File: src/inc/pgr_pkg.sv
package pgr_pkg;
  // ====================================================
  // Register byte addresses
  localparam logic [7:0] ADDR_INT_ENABLE = 8'h00;
  localparam logic [7:0] ADDR_INT_STATUS = 8'h04;
  localparam logic [7:0] ADDR_GRAY_CTRL = 8'h08;
  localparam logic [7:0] ADDR_THRESH = 8'h0C;
  localparam logic [7:0] ADDR_RX_DATA = 8'h10;
  // ====================================================
  // Interrupt bit positions
  localparam int BIT_RX_ERR = 3;
  localparam int BIT_TX_ERR = 2;
  localparam int BIT_RX_LVL = 1;
  localparam int BIT_TX_LVL = 0;
  // ====================================================
  // Gray control and threshold fields
  localparam int GRAY_EN_BIT = 0;
  localparam int GRAY_CLR_BIT = 1;
  localparam int GRAY_FLUSH_BIT = 2;
  localparam int GRAY_BUF_LSB = 4;
  localparam int GRAY_FLUSHED_LSB = 10;
  localparam int GRAY_WORDS_LSB = 16;
  localparam int THR_TX_LSB = 8;
  // ====================================================
  // Reset values and sizes
  localparam logic [3:0] INT_RESET = 4'h0;
  localparam logic [5:0] WORD_BITS = 6'h20;
  localparam logic [6:0] RX_THR_RESET = 7'h01;
  localparam logic [6:0] TX_THR_RESET = 7'h01;
  // ====================================================
  // Bus request carrier
  typedef struct packed {
    logic [7:0] addr;
    logic [31:0] wdata;
    logic wr;
    logic rd;
  } pgr_bus_req_t;
  typedef enum logic [1:0] {PGR_IDLE, PGR_WAIT} pgr_flush_state_t;
endpackage : pgr_pkg

File: src/pgr_core.sv
// Contract
// - RX error raises interrupt when enabled
// - TX error raises interrupt when enabled
// - RX level at/above threshold interrupts
// - TX level below threshold interrupts
// - Status bits 3:0 report four events
// - Write one clears status, zero ignored
// - Enable bit selects data/strobe receive mode
// - Count bits, push word at 32
// - Flush pushes partial word zero padded
// - Flushed count records valid bits
// - Flush bit reads zero until done
// - Clear bit resets gray logic, sticky
// - Gray field reports FIFO word count

// ====================================================
// Receive FIFO
module pgr_fifo #(
  parameter int WIDTH = 32,
  parameter int DEPTH = 4,
  parameter int CW = $clog2(DEPTH + 1)
) (
  // Clock and reset
  input wire logic ref_clk_in,
  input wire logic rst_in,
  input wire logic clr_in,
  // Fill side
  input wire logic in_valid_in,
  output logic in_ready_out,
  input wire logic [WIDTH-1:0] in_data_in,
  // Drain side
  output logic out_valid_out,
  input wire logic out_ready_in,
  output logic [WIDTH-1:0] out_data_out,
  output logic [CW-1:0] count_out
);
  logic [WIDTH-1:0] mem_r [DEPTH];
  logic [$clog2(DEPTH)-1:0] wp_r;
  logic [$clog2(DEPTH)-1:0] rp_r;
  logic [CW-1:0] cnt_r;
  wire push = in_valid_in && in_ready_out;
  wire pop = out_valid_out && out_ready_in;
  assign in_ready_out = (cnt_r != CW'(DEPTH));
  assign out_valid_out = (cnt_r != '0);
  assign out_data_out = mem_r[rp_r];
  assign count_out = cnt_r;
  always_ff @(posedge ref_clk_in) begin
    if (rst_in || clr_in) begin
      wp_r <= '0;
      rp_r <= '0;
      cnt_r <= '0;
    end else begin
      if (push) begin
        mem_r[wp_r] <= in_data_in;
        wp_r <= (wp_r == ($clog2(DEPTH))'(DEPTH - 1)) ? '0 : wp_r + 1'b1;
      end
      if (pop) begin
        rp_r <= (rp_r == ($clog2(DEPTH))'(DEPTH - 1)) ? '0 : rp_r + 1'b1;
      end
      cnt_r <= cnt_r + CW'(push) - CW'(pop);
    end
  end
endmodule : pgr_fifo

// ====================================================
// Gray receive and interrupt block
module pgr_core #(
  parameter int FIFO_DEPTH = 4
) (
  // Clock and reset
  input wire logic ref_clk_in,
  input wire logic rst_in,
  // Register port
  input wire logic [7:0] reg_addr_in,
  input wire logic [31:0] reg_wdata_in,
  input wire logic reg_wr_in,
  input wire logic reg_rd_in,
  output logic [31:0] reg_rdata_out,
  // Serial pins
  input wire logic data_in,
  input wire logic frame_sync_in,
  // Events from the rest of the PCM
  input wire logic receive_error_event_in,
  input wire logic transmit_error_event_in,
  input wire logic [6:0] transmit_fifo_words_in,
  input wire logic pcm_running_in,
  // Interrupt
  output logic irq_out
);
  localparam int CW = $clog2(FIFO_DEPTH + 1);
  pgr_pkg::pgr_bus_req_t req;
  assign req = '{addr: reg_addr_in, wdata: reg_wdata_in, wr: reg_wr_in, rd: reg_rd_in};

  // ====================================================
  // Pin synchronisers
  logic [1:0] d_sync_r;
  logic [1:0] s_sync_r;
  logic d_q_r;
  logic s_q_r;
  always_ff @(posedge ref_clk_in) begin
    d_sync_r <= {d_sync_r[0], data_in};
    s_sync_r <= {s_sync_r[0], frame_sync_in};
    d_q_r <= d_sync_r[1];
    s_q_r <= s_sync_r[1];
  end

  // ====================================================
  // Register state
  logic [3:0] interrupt_enable_r;
  logic [3:0] interrupt_status_clear_r;
  logic [3:0] int_nxt;
  logic gray_en_r;
  logic gray_logic_clear_r;
  logic flush_pend_r;
  logic flush_done_r;
  logic [6:0] receive_threshold_r;
  logic [6:0] transmit_threshold_r;
  logic [31:0] shift_r;
  logic [5:0] receive_buffer_bits_r;
  logic [5:0] flushed_r;
  logic [31:0] rdata_r;

  wire wr_en = req.wr && (req.addr == pgr_pkg::ADDR_INT_ENABLE);
  wire wr_st = req.wr && (req.addr == pgr_pkg::ADDR_INT_STATUS);
  wire wr_gr = req.wr && (req.addr == pgr_pkg::ADDR_GRAY_CTRL);
  wire wr_th = req.wr && (req.addr == pgr_pkg::ADDR_THRESH);
  wire rd_dat = req.rd && (req.addr == pgr_pkg::ADDR_RX_DATA);

  // ====================================================
  // Data/strobe decode: a bit arrives when data xor strobe toggles
  wire ds_phase = d_sync_r[1] ^ s_sync_r[1];
  wire ds_phase_q = d_q_r ^ s_q_r;
  wire bit_strobe = gray_en_r && !gray_logic_clear_r && (ds_phase != ds_phase_q);
  wire [31:0] shift_next = {shift_r[30:0], d_sync_r[1]};
  wire word_full = bit_strobe && (receive_buffer_bits_r == pgr_pkg::WORD_BITS - 6'h01);
  wire flush_go = flush_pend_r && !bit_strobe;

  // ====================================================
  // FIFO
  logic f_in_valid;
  logic f_in_ready;
  logic [31:0] f_in_data;
  logic f_out_valid;
  logic [31:0] f_out_data;
  logic [CW-1:0] f_count;
  // Partial word lands from bit zero; upper bits already zero
  assign f_in_valid = word_full || flush_go;
  assign f_in_data = word_full ? shift_next : shift_r;
  pgr_fifo #(.WIDTH(32), .DEPTH(FIFO_DEPTH)) u_fifo (
    .ref_clk_in(ref_clk_in),
    .rst_in(rst_in),
    .clr_in(gray_logic_clear_r),
    .in_valid_in(f_in_valid),
    .in_ready_out(f_in_ready),
    .in_data_in(f_in_data),
    .out_valid_out(f_out_valid),
    .out_ready_in(rd_dat),
    .out_data_out(f_out_data),
    .count_out(f_count)
  );
  wire push_ok = f_in_valid && f_in_ready;
  // A push lost to a full FIFO is a receive error
  wire rx_overflow = f_in_valid && !f_in_ready;

  // ====================================================
  // Interrupt events, set wins over clear
  wire [3:0] ev;
  assign ev[pgr_pkg::BIT_RX_ERR] = receive_error_event_in || rx_overflow;
  assign ev[pgr_pkg::BIT_TX_ERR] = transmit_error_event_in;
  assign ev[pgr_pkg::BIT_RX_LVL] = (7'(f_count) >= receive_threshold_r);
  assign ev[pgr_pkg::BIT_TX_LVL] = (transmit_fifo_words_in < transmit_threshold_r);
  always_comb begin
    int_nxt = interrupt_status_clear_r;
    if (wr_st) begin
      int_nxt = int_nxt & ~req.wdata[3:0];
    end
    int_nxt = int_nxt | ev;
  end
  assign irq_out = |(interrupt_status_clear_r & interrupt_enable_r);

  // ====================================================
  // Register writes
  always_ff @(posedge ref_clk_in) begin
    if (rst_in) begin
      interrupt_enable_r <= pgr_pkg::INT_RESET;
      interrupt_status_clear_r <= pgr_pkg::INT_RESET;
      receive_threshold_r <= pgr_pkg::RX_THR_RESET;
      transmit_threshold_r <= pgr_pkg::TX_THR_RESET;
      gray_en_r <= 1'b0;
      gray_logic_clear_r <= 1'b0;
    end else begin
      interrupt_status_clear_r <= int_nxt;
      // Writes while running are dropped to protect the enable set
      if (wr_en && !pcm_running_in) begin
        interrupt_enable_r <= req.wdata[3:0];
      end
      if (wr_th) begin
        receive_threshold_r <= req.wdata[6:0];
        transmit_threshold_r <= req.wdata[pgr_pkg::THR_TX_LSB +: 7];
      end
      if (wr_gr) begin
        gray_en_r <= req.wdata[pgr_pkg::GRAY_EN_BIT];
        gray_logic_clear_r <= req.wdata[pgr_pkg::GRAY_CLR_BIT];
      end
    end
  end

  // ====================================================
  // Gray receive buffer
  always_ff @(posedge ref_clk_in) begin
    if (rst_in || gray_logic_clear_r) begin
      shift_r <= '0;
      receive_buffer_bits_r <= '0;
      flushed_r <= '0;
      flush_pend_r <= 1'b0;
      flush_done_r <= 1'b0;
    end else begin
      if (wr_gr && req.wdata[pgr_pkg::GRAY_FLUSH_BIT]) begin
        flush_pend_r <= 1'b1;
      end else if (flush_go) begin
        flush_pend_r <= 1'b0;
      end
      if (wr_gr) begin
        flush_done_r <= 1'b0;
      end else if (flush_go) begin
        flush_done_r <= 1'b1;
      end
      if (word_full) begin
        shift_r <= '0;
        receive_buffer_bits_r <= '0;
      end else if (flush_go) begin
        shift_r <= '0;
        receive_buffer_bits_r <= '0;
        flushed_r <= receive_buffer_bits_r;
      end else if (bit_strobe) begin
        shift_r <= shift_next;
        receive_buffer_bits_r <= receive_buffer_bits_r + 6'h01;
      end
    end
  end

  // ====================================================
  // Read data, one cycle after the strobe
  // Flush bit stays zero until the pending word has been offered to the FIFO, landed or dropped when full
  wire [31:0] gray_view = {10'h000, 6'(f_count), flushed_r, receive_buffer_bits_r, 1'b0,
                           flush_done_r, gray_logic_clear_r, gray_en_r};
  wire [31:0] rd_mux = (req.addr == pgr_pkg::ADDR_INT_ENABLE) ? {28'h0, interrupt_enable_r} :
                       (req.addr == pgr_pkg::ADDR_INT_STATUS) ? {28'h0, interrupt_status_clear_r} :
                       (req.addr == pgr_pkg::ADDR_GRAY_CTRL) ? gray_view :
                       (req.addr == pgr_pkg::ADDR_THRESH) ?
                         {17'h0, transmit_threshold_r, 1'b0, receive_threshold_r} :
                       (rd_dat && f_out_valid) ? f_out_data : 32'h0;
  always_ff @(posedge ref_clk_in) begin
    if (rst_in) begin
      rdata_r <= '0;
    end else begin
      rdata_r <= req.rd ? rd_mux : 32'h0;
    end
  end
  assign reg_rdata_out = rdata_r;
endmodule : pgr_core

File: config.mk
export PLATFORM = sky130hd
export DESIGN_NAME = pgr_core
export DESIGN_NICKNAME = d
export VERILOG_FILES = /design/src/inc/pgr_pkg.sv /design/src/pgr_core.sv
export SDC_FILE = /design/constraint.sdc
export NUM_CORES = 1
export LEC_CHECK = 0
export CAP_MARGIN = 0
export CORE_ASPECT_RATIO = 1.25
export CORE_MARGIN = 10
export CORE_UTILIZATION = 40
export DETAILED_ROUTE_END_ITERATION = 6
export DONT_BUFFER_PORTS = 1
export GPL_ROUTABILITY_DRIVEN = 0
export PLACE_DENSITY_LB_ADDON = 0.12
export SETUP_SLACK_MARGIN = 0.3
export SLEW_MARGIN = 40
export SYNTH_ARGS = -nofsm -noshare
export SYNTH_HDL_FRONTEND = slang
export SYNTH_HIERARCHICAL = 1
export SYNTH_SLANG_ARGS = --single-unit
File: constraint.sdc
create_clock -name ref_clk_in -period 4.3 [get_ports ref_clk_in]
set_clock_uncertainty 0.15 [all_clocks]
set_input_delay 0.215 -clock ref_clk_in [delete_from_list [all_inputs] [get_ports ref_clk_in]]
set_output_delay 0.215 -clock ref_clk_in [all_outputs]
set_load 0.005 [all_outputs]
==> results of run 1 <==
area by class of cell:
cell class | instances | area share
Sequential cell | 245 | 0.541
Multi-Input combinational cell | 449 | 0.290
Clock buffer | 37 | 0.0641
Timing Repair Buffer | 52 | 0.0442
Tap cell | 325 | 0.0356
Clock inverter | 13 | 0.0194
Inverter | 18 | 0.00591
cell families (layout without fill, tap and decap cells):
group / count (synthesis) / count (layout)
buf+inv: 57 / 120
flops: 245 / 245
xor+xnor: 10 / 10
compound gates: 122 / 122
simple gates: 219 / 219
mux: 80 / 80
fa+ha+maj: 18 / 18
layer usage:
metal,vias up,global-route usage,part of all wire
li1,2840,-,-
met1,3024,0.169,0.43
met2,130,0.250,0.51
met3,26,0.0281,0.051
met4,0,0.0367,0.017
met5,-,0,0
repair_timing:
item,in CTS,in global routing
gates resized for setup,0,0
hold endpoints to repair,62,1
hold buffers,39,1
critical path, delay by kind of cell, from the launching register on:
kind            cells  cell delay (ns)
fa+ha+maj           3             0.80
simple gates        3             0.51
compound gates      1             0.23
flops               1             0.33
buf+inv             3             0.16
xor+xnor            4             1.09
synth_stat cells, drive strengths merged, types with 3 or more instances:
master and count:
ha 17, xnor2 7, a21oi 62, nand2b 5, nand4 4, inv 18, edfxtp 128, clkbuf 19
nor4 3, xor2 3, o22ai 3, or3 4, nor2b 4, o21ai 28, a221oi 11, a22oi 7
and3 20, nor3 6, mux4 32, nor2 27, and2 4, dfxtp 117, mux2i 13, nand3 11
nand2 125, buf 20, mux2 35, a211oi 5
power groups by stage:
stage                     clock, µW  sequential (µW)  combinational, µW
after global routing           2610             2440               98.0
after CTS                      2500             2450               89.3
after global placement            0             2500               55.2
after detailed placement          0             2500               57.2
after floorplan                   0             2490               48.0
final                          2440             2450               89.6
through the flow:
| step | utilization | setup WS (ns) | total power [µW] | instances |
|---|---|---|---|---|
| finish | 0.479 | 0.934 | 4970 | 1139 |
| global placement | 0.421 | 0.981 | 2550 | 1048 |
| floorplan | - | 1.17 | 2540 | 751 |
| CTS | 0.478 | 0.893 | 5030 | 1138 |
| global route | 0.479 | 0.649 | 5150 | 1139 |
| detailed placement | 0.422 | 0.900 | 2550 | 1049 |
final timing paths:
check | to | slack (ns) | cells after the start
max | u_fifo/count_out[2] | 0.93 | 14
min | register | 0.01 | 4
max reg2reg | u_fifo/count_out[2] | 0.93 | 14
min reg2reg | s_q_r | 0.21 | 0
state kept, by name, summed over array words and instances (netlist names), named ones only:
register	count
interrupt_enable_r	4
flush_done_r	1
s_sync_r	2
receive_buffer_bits_r	6
d_q_r	1
flushed_r	6
flush_pend_r	1
gray_en_r	1
u_fifo/wp_r	2
u_fifo/mem_r	128
u_fifo/count_out	3
receive_threshold_r	7
gray_logic_clear_r	1
d_sync_r	2
transmit_threshold_r	7
s_q_r	1
u_fifo/rp_r	2
interrupt_status_clear_r	4
reg_rdata_out	32
shift_r	32
==> out/results.txt, run 1 <==
Die Span X = 160 µm
remaining design rule violation count = 0
EDFF count, synth = 128
Die ar. = 0.0311 mm²
WP data arrival = 3.63 ns
setup violators final = 0
Critical Path Sink Type = register
CP startpoint kind = register
slew margin rel. = 0.458
Min Hold Slack = 0.0146 ns
f_max = 297 MHz
synthesized area = 0.00976 mm²
launching point of the worst reg2reg path = d_sync_r[1]
part of the power in combinational logic = 0.018
Cell Rows = 63
Critical Path RT = 4.57 ns
CTS tree = done
sequential power share = 0.492
Syn Nets = 825
initial core utilization = 0.409
ys async rst share = 0
Synth warnings = 6
status = finished, final reports clean
largest net degree at the start of global routing = 39
mux cell area share after synthesis = 0.128
CP max stage cell = xor2_1
Critical Path Fanout Max = 10
Layout Nets = 867
DP Area = 0.0101 mm²
Synth area leaders = edfxtp_1 39%, dfxtp_1 24%, mux4_2 7.4%, nand2_1 4.8%, mux2_2 4.0%
Final Cell Area = 0.0114 mm²
simple-gate area share of the yosys netlist = 0.104
CTS Buf Count = 27
Fin. Hold Viols = 0
xor and xnor area share after synthesis = 0.00898
pwr dens = 435 mW/mm²
Clk pin slew, worst setup/hold paths = 0.06 ns
CTS H-tree lvls = 1
post-synthesis adder-cell area fraction = 0.0238
worst path cell trace = xnor2_1, xor2_1, o21ai_4, nand2_1, and2_4, inv_1, ha_1, inv_1, ha_1, inv_1, fa_1, xnor2_1, xnor2_1, and2_1
leakage dissipation = 0.00388 µW
grt total ovfl = 0
largest family of logic cells by synthesized area = multiplexers
Clk pwr share = 0.490
mean area per synthesized cell = 13.0 µm²
number of vias per cell = 5.29
commonest non-fill, non-tap cell in the layout = edfxtp_1
compound-gate portion of the synthesized area = 0.0732
final WL = 22300 µm
vias in the first global route = 6293
Setup Fix Bufs, Post-CTS = 0
CTS Sinks = 245
internal power = 4030 µW
crit share post-route = 0.783
worst hold path class = input pin to register
Worst-Skew Late Latency = 0.52 ns
register area share after synthesis = 0.634
initial antenna violation count = 0
RSZ-0062 raised after global routing = false
commonest non-fill, non-tap cells in the layout = 128 x edfxtp_1, 125 x nand2_1, 116 x dfxtp_1
Mapped Cells = 751
Setup TNS = 0 ns
Total GRT Usage = 0.141
antenna viol nets, final = 0
Reg area = 0.00619 mm²
via count = 6020
initial drt markers = 321
cell taking the most area after synthesis = edfxtp_1
# fillers = 2142
share of the synthesized area in the top cell type = 0.394
Die Ht = 195 µm
Max-Cap Viols = 0
I/O pins = 89
number of port buffers = 0
Pre-Repair DR Iteration Count = 5
Core Region = 0.0239 mm²
diodes inserted = 0
Synth Flop Type = edfxtp_1
detailed-placement wirelength estimate = 14100 µm
Worst-Margin Slew = 0.813 ns
hold path start = reg_addr_in[4]
Crit. Startpoint = d_sync_r[1]
Yosys cell types = 51
Crit Path Class = register to register
multi-input logic area = 0.00331 mm²
Root Buffer = clkbuf_16
Tmin final = 3.37 ns
area delta synth->final = 17.2%
switching portion of total power = 0.190
Yosys reg bits = 245
CTS max path bufs = 3
layout cell share with drive strength beyond 1 = 0.167
sw power = 946 µW
worst vdd ir = 0.311 mV
max-slew violation count = 0
wire length per cell = 19.6 µm
Crit path largest cell delay = 0.53 ns
first-pass GRT wire length = 35600 µm
Note: power is estimated with default switching activity, not from simulation.
==> inputs of run 2 (changes only) <==
clock period = 3.55 ns   (was 4.3 ns; I/O delays follow)
==> run 2 against run 1 <==
- largest power group unchanged
- clock power about the same
- cell count up 0.61%
- global-route usage up 0.052 points
- highest routed layer unchanged
- critical path depth down 7
- wire length up 0.12%
- non-clock buffer count up 12
- via count about the same
- register-to-register slack worse by 0.36 ns
- die area unchanged
- critical path type is now input pin to register
==> out/results.txt, run 2 (synthesis gave the netlist of run 1 again) <==
status = finished, final reports clean
Clk pin slew, worst setup/hold paths = 0.06 ns (about the same)
sw power = 1080 µW (+14%)
commonest non-fill, non-tap cell in the layout = edfxtp_1
CTS max path bufs = 3 (unchanged)
wire length per cell = 19.5 µm (-0.49%)
Max-Cap Viols = 0 (unchanged)
DR top layer = met4
CP max stage cell = dlygate4sd3_1
Total GRT Usage = 0.141 (+0.000520)
worst vdd ir = 0.316 mV (+1.6%)
worst path buffer plus inverter count = 4 (+1)
initial core utilization = 0.409 (unchanged)
initial drt markers = 390 (+21%)
final WL = 22300 µm (+0.12%)
Root Buffer = clkbuf_16
diodes inserted = 0 (unchanged)
Core Region = 0.0239 mm² (unchanged)
pwr dens = 489 mW/mm² (+12%)
Routed met2 length = 11100 µm (-1.2%)
crit share post-route = 0.884
Final Cell Area = 0.0114 mm² (-0.73%)
f_max = 319 MHz
I/O pins = 89 (unchanged)
Pre-Repair DR Iteration Count = 5 (unchanged)
most flop-heavy register = u_fifo/mem_r
CTS Buf Count = 25 (-7.4%)
WP data arrival = 3.38 ns (-0.25 ns)
number of port buffers = 0 (unchanged)
CTS tree = done
area delta synth->final = 16.3%
Tmin final = 3.14 ns
vias in the first global route = 6224 (-1.1%)
sequential power share = 0.534 (+0.042)
Cell Rows = 63 (unchanged)
Clk pwr share = 0.445 (-0.045)
DRT met1 WL = 9550 µm (+0.52%)
slew margin rel. = 0.555 (+0.0971)
Largest register FFs = 128 (unchanged)
setup violators final = 0 (unchanged)
Crit path largest cell delay = 0.66 ns (+0.13 ns)
layout cell share with drive strength beyond 1 = 0.167 (-0.000206)
worst path cell trace = dlygate4sd3_1, or4_1, dlygate4sd3_1, nor3_1, dlygate4sd3_1, a211oi_1, dlygate4sd3_1
Critical Path RT = 3.79 ns (-0.78 ns)
Setup TNS = 0 ns (unchanged)
Fin. Hold Viols = 0 (unchanged)
Worst-Margin Slew = 0.662 ns (-0.151 ns)
largest net degree at the start of global routing = 39 (unchanged)
leakage dissipation = 0.00386 µW (-0.59%)
Critical Path Sink Type = register
Die Span X = 160 µm (unchanged)
Worst-Skew Late Latency = 0.51 ns (about the same)
Crit Path Class = input pin to register
grt total ovfl = 0 (unchanged)
detailed-placement wirelength estimate = 14200 µm (+0.89%)
Die ar. = 0.0311 mm² (unchanged)
Critical Path Fanout Max = 3 (-7)
switching portion of total power = 0.194 (+0.00398)
internal power = 4470 µW (+11%)
first-pass GRT wire length = 35600 µm (about the same)
RSZ-0062 raised after global routing = false
CTS Sinks = 245 (unchanged)
Layout Nets = 877 (+1.2%)
initial antenna violation count = 0 (unchanged)
Die Ht = 195 µm (unchanged)
DP Area = 0.0101 mm² (+0.11%)
part of the power in combinational logic = 0.021 (+0.003)
most used cell, CP = dlygate4sd3_1
commonest non-fill, non-tap cells in the layout = 128 x edfxtp_1, 125 x nand2_1, 116 x dfxtp_1
Min Hold Slack = 0.0275 ns (+0.0129 ns)
number of vias per cell = 5.26 (-0.56%)
antenna viol nets, final = 0 (unchanged)
CTS H-tree lvls = 1 (unchanged)
Top delay family on crit path = buffers and inverters
remaining design rule violation count = 0 (unchanged)
max-slew violation count = 0 (unchanged)
CP startpoint kind = input pin
met3 wire length = 1250 µm (+11%)
via count = 6023 (+0.050%)
worst hold path class = input pin to register
[run 2: cell count changes in the layout (fill, tap and decap cells not counted), moves of 2 or more]
cell           delta
buf_4             +7
clkbuf_1          +5
dlygate4sd3_1     +6
clkinv_2          +2
nor2_2            +2
xnor2_1           -2
clkinvlp_4        -2
bufinv_16         -5
xnor2_2           +2
clkinv_1          -2
[run 2: per-layer routing]
| layer | vias to the layer above | track usage |
|---|---|---|
| met5 | - | 0 |
| met4 | 0 | 0.0360 |
| met3 | 34 | 0.0260 |
| met2 | 168 | 0.247 |
| met1 | 2961 | 0.175 |
| li1 | 2860 | - |
[run 2: final timing paths]
check                  from                  end  slack (ns)  depth (start not counted)
min          reg_addr_in[3]    reg_rdata_out[12]        0.03                          3
min reg2reg     s_sync_r[0]          s_sync_r[1]        0.22                          0
max          reg_addr_in[4]     reg_rdata_out[1]        0.41                          7
max reg2reg       gray_en_r  u_fifo/count_out[2]        0.57                         14
[run 2: through the flow]
step,std cells,worst slack [ns],total power [µW],util
finish,1146,0.411,5550,0.475
global route,1146,0.317,5760,0.475
CTS,1144,0.338,5620,0.474
detailed placement,1054,0.351,3100,0.423
global placement,1054,0.414,3090,0.423
floorplan,751,0.419,3080,-
[run 2: power by group through the flow]
stage / Clock, µW / Sequential [µW] / Combinational (µW)
after floorplan: 0 / 3020 / 58.1
after global placement: 0 / 3020 / 70.9
after detailed placement: 0 / 3020 / 73.2
after CTS: 2540 / 2960 / 115
after global routing: 2670 / 2960 / 129
final: 2470 / 2960 / 119
[run 2: final cells by class]
type	count	area, µm²
Clock buffer	41	727
Clock inverter	4	45.0
Fill cell	2114	12500
Inverter	18	67.6
Multi-Input combinational cell	449	3330
Sequential cell	245	6190
Tap cell	325	407
Timing Repair Buffer	64	591
[run 2: tightest hold or removal path: stages]
cell and delay (ns):
and3_1 0.24, o21ai_0 0.13, a221oi_1 0.08
[run 2: repair_timing]
item	in CTS	in global routing
gates resized for setup	0	3
hold buffers	45	1
setup endpoints to repair	0	1
hold endpoints to repair	75	3
buffers inserted	0	1
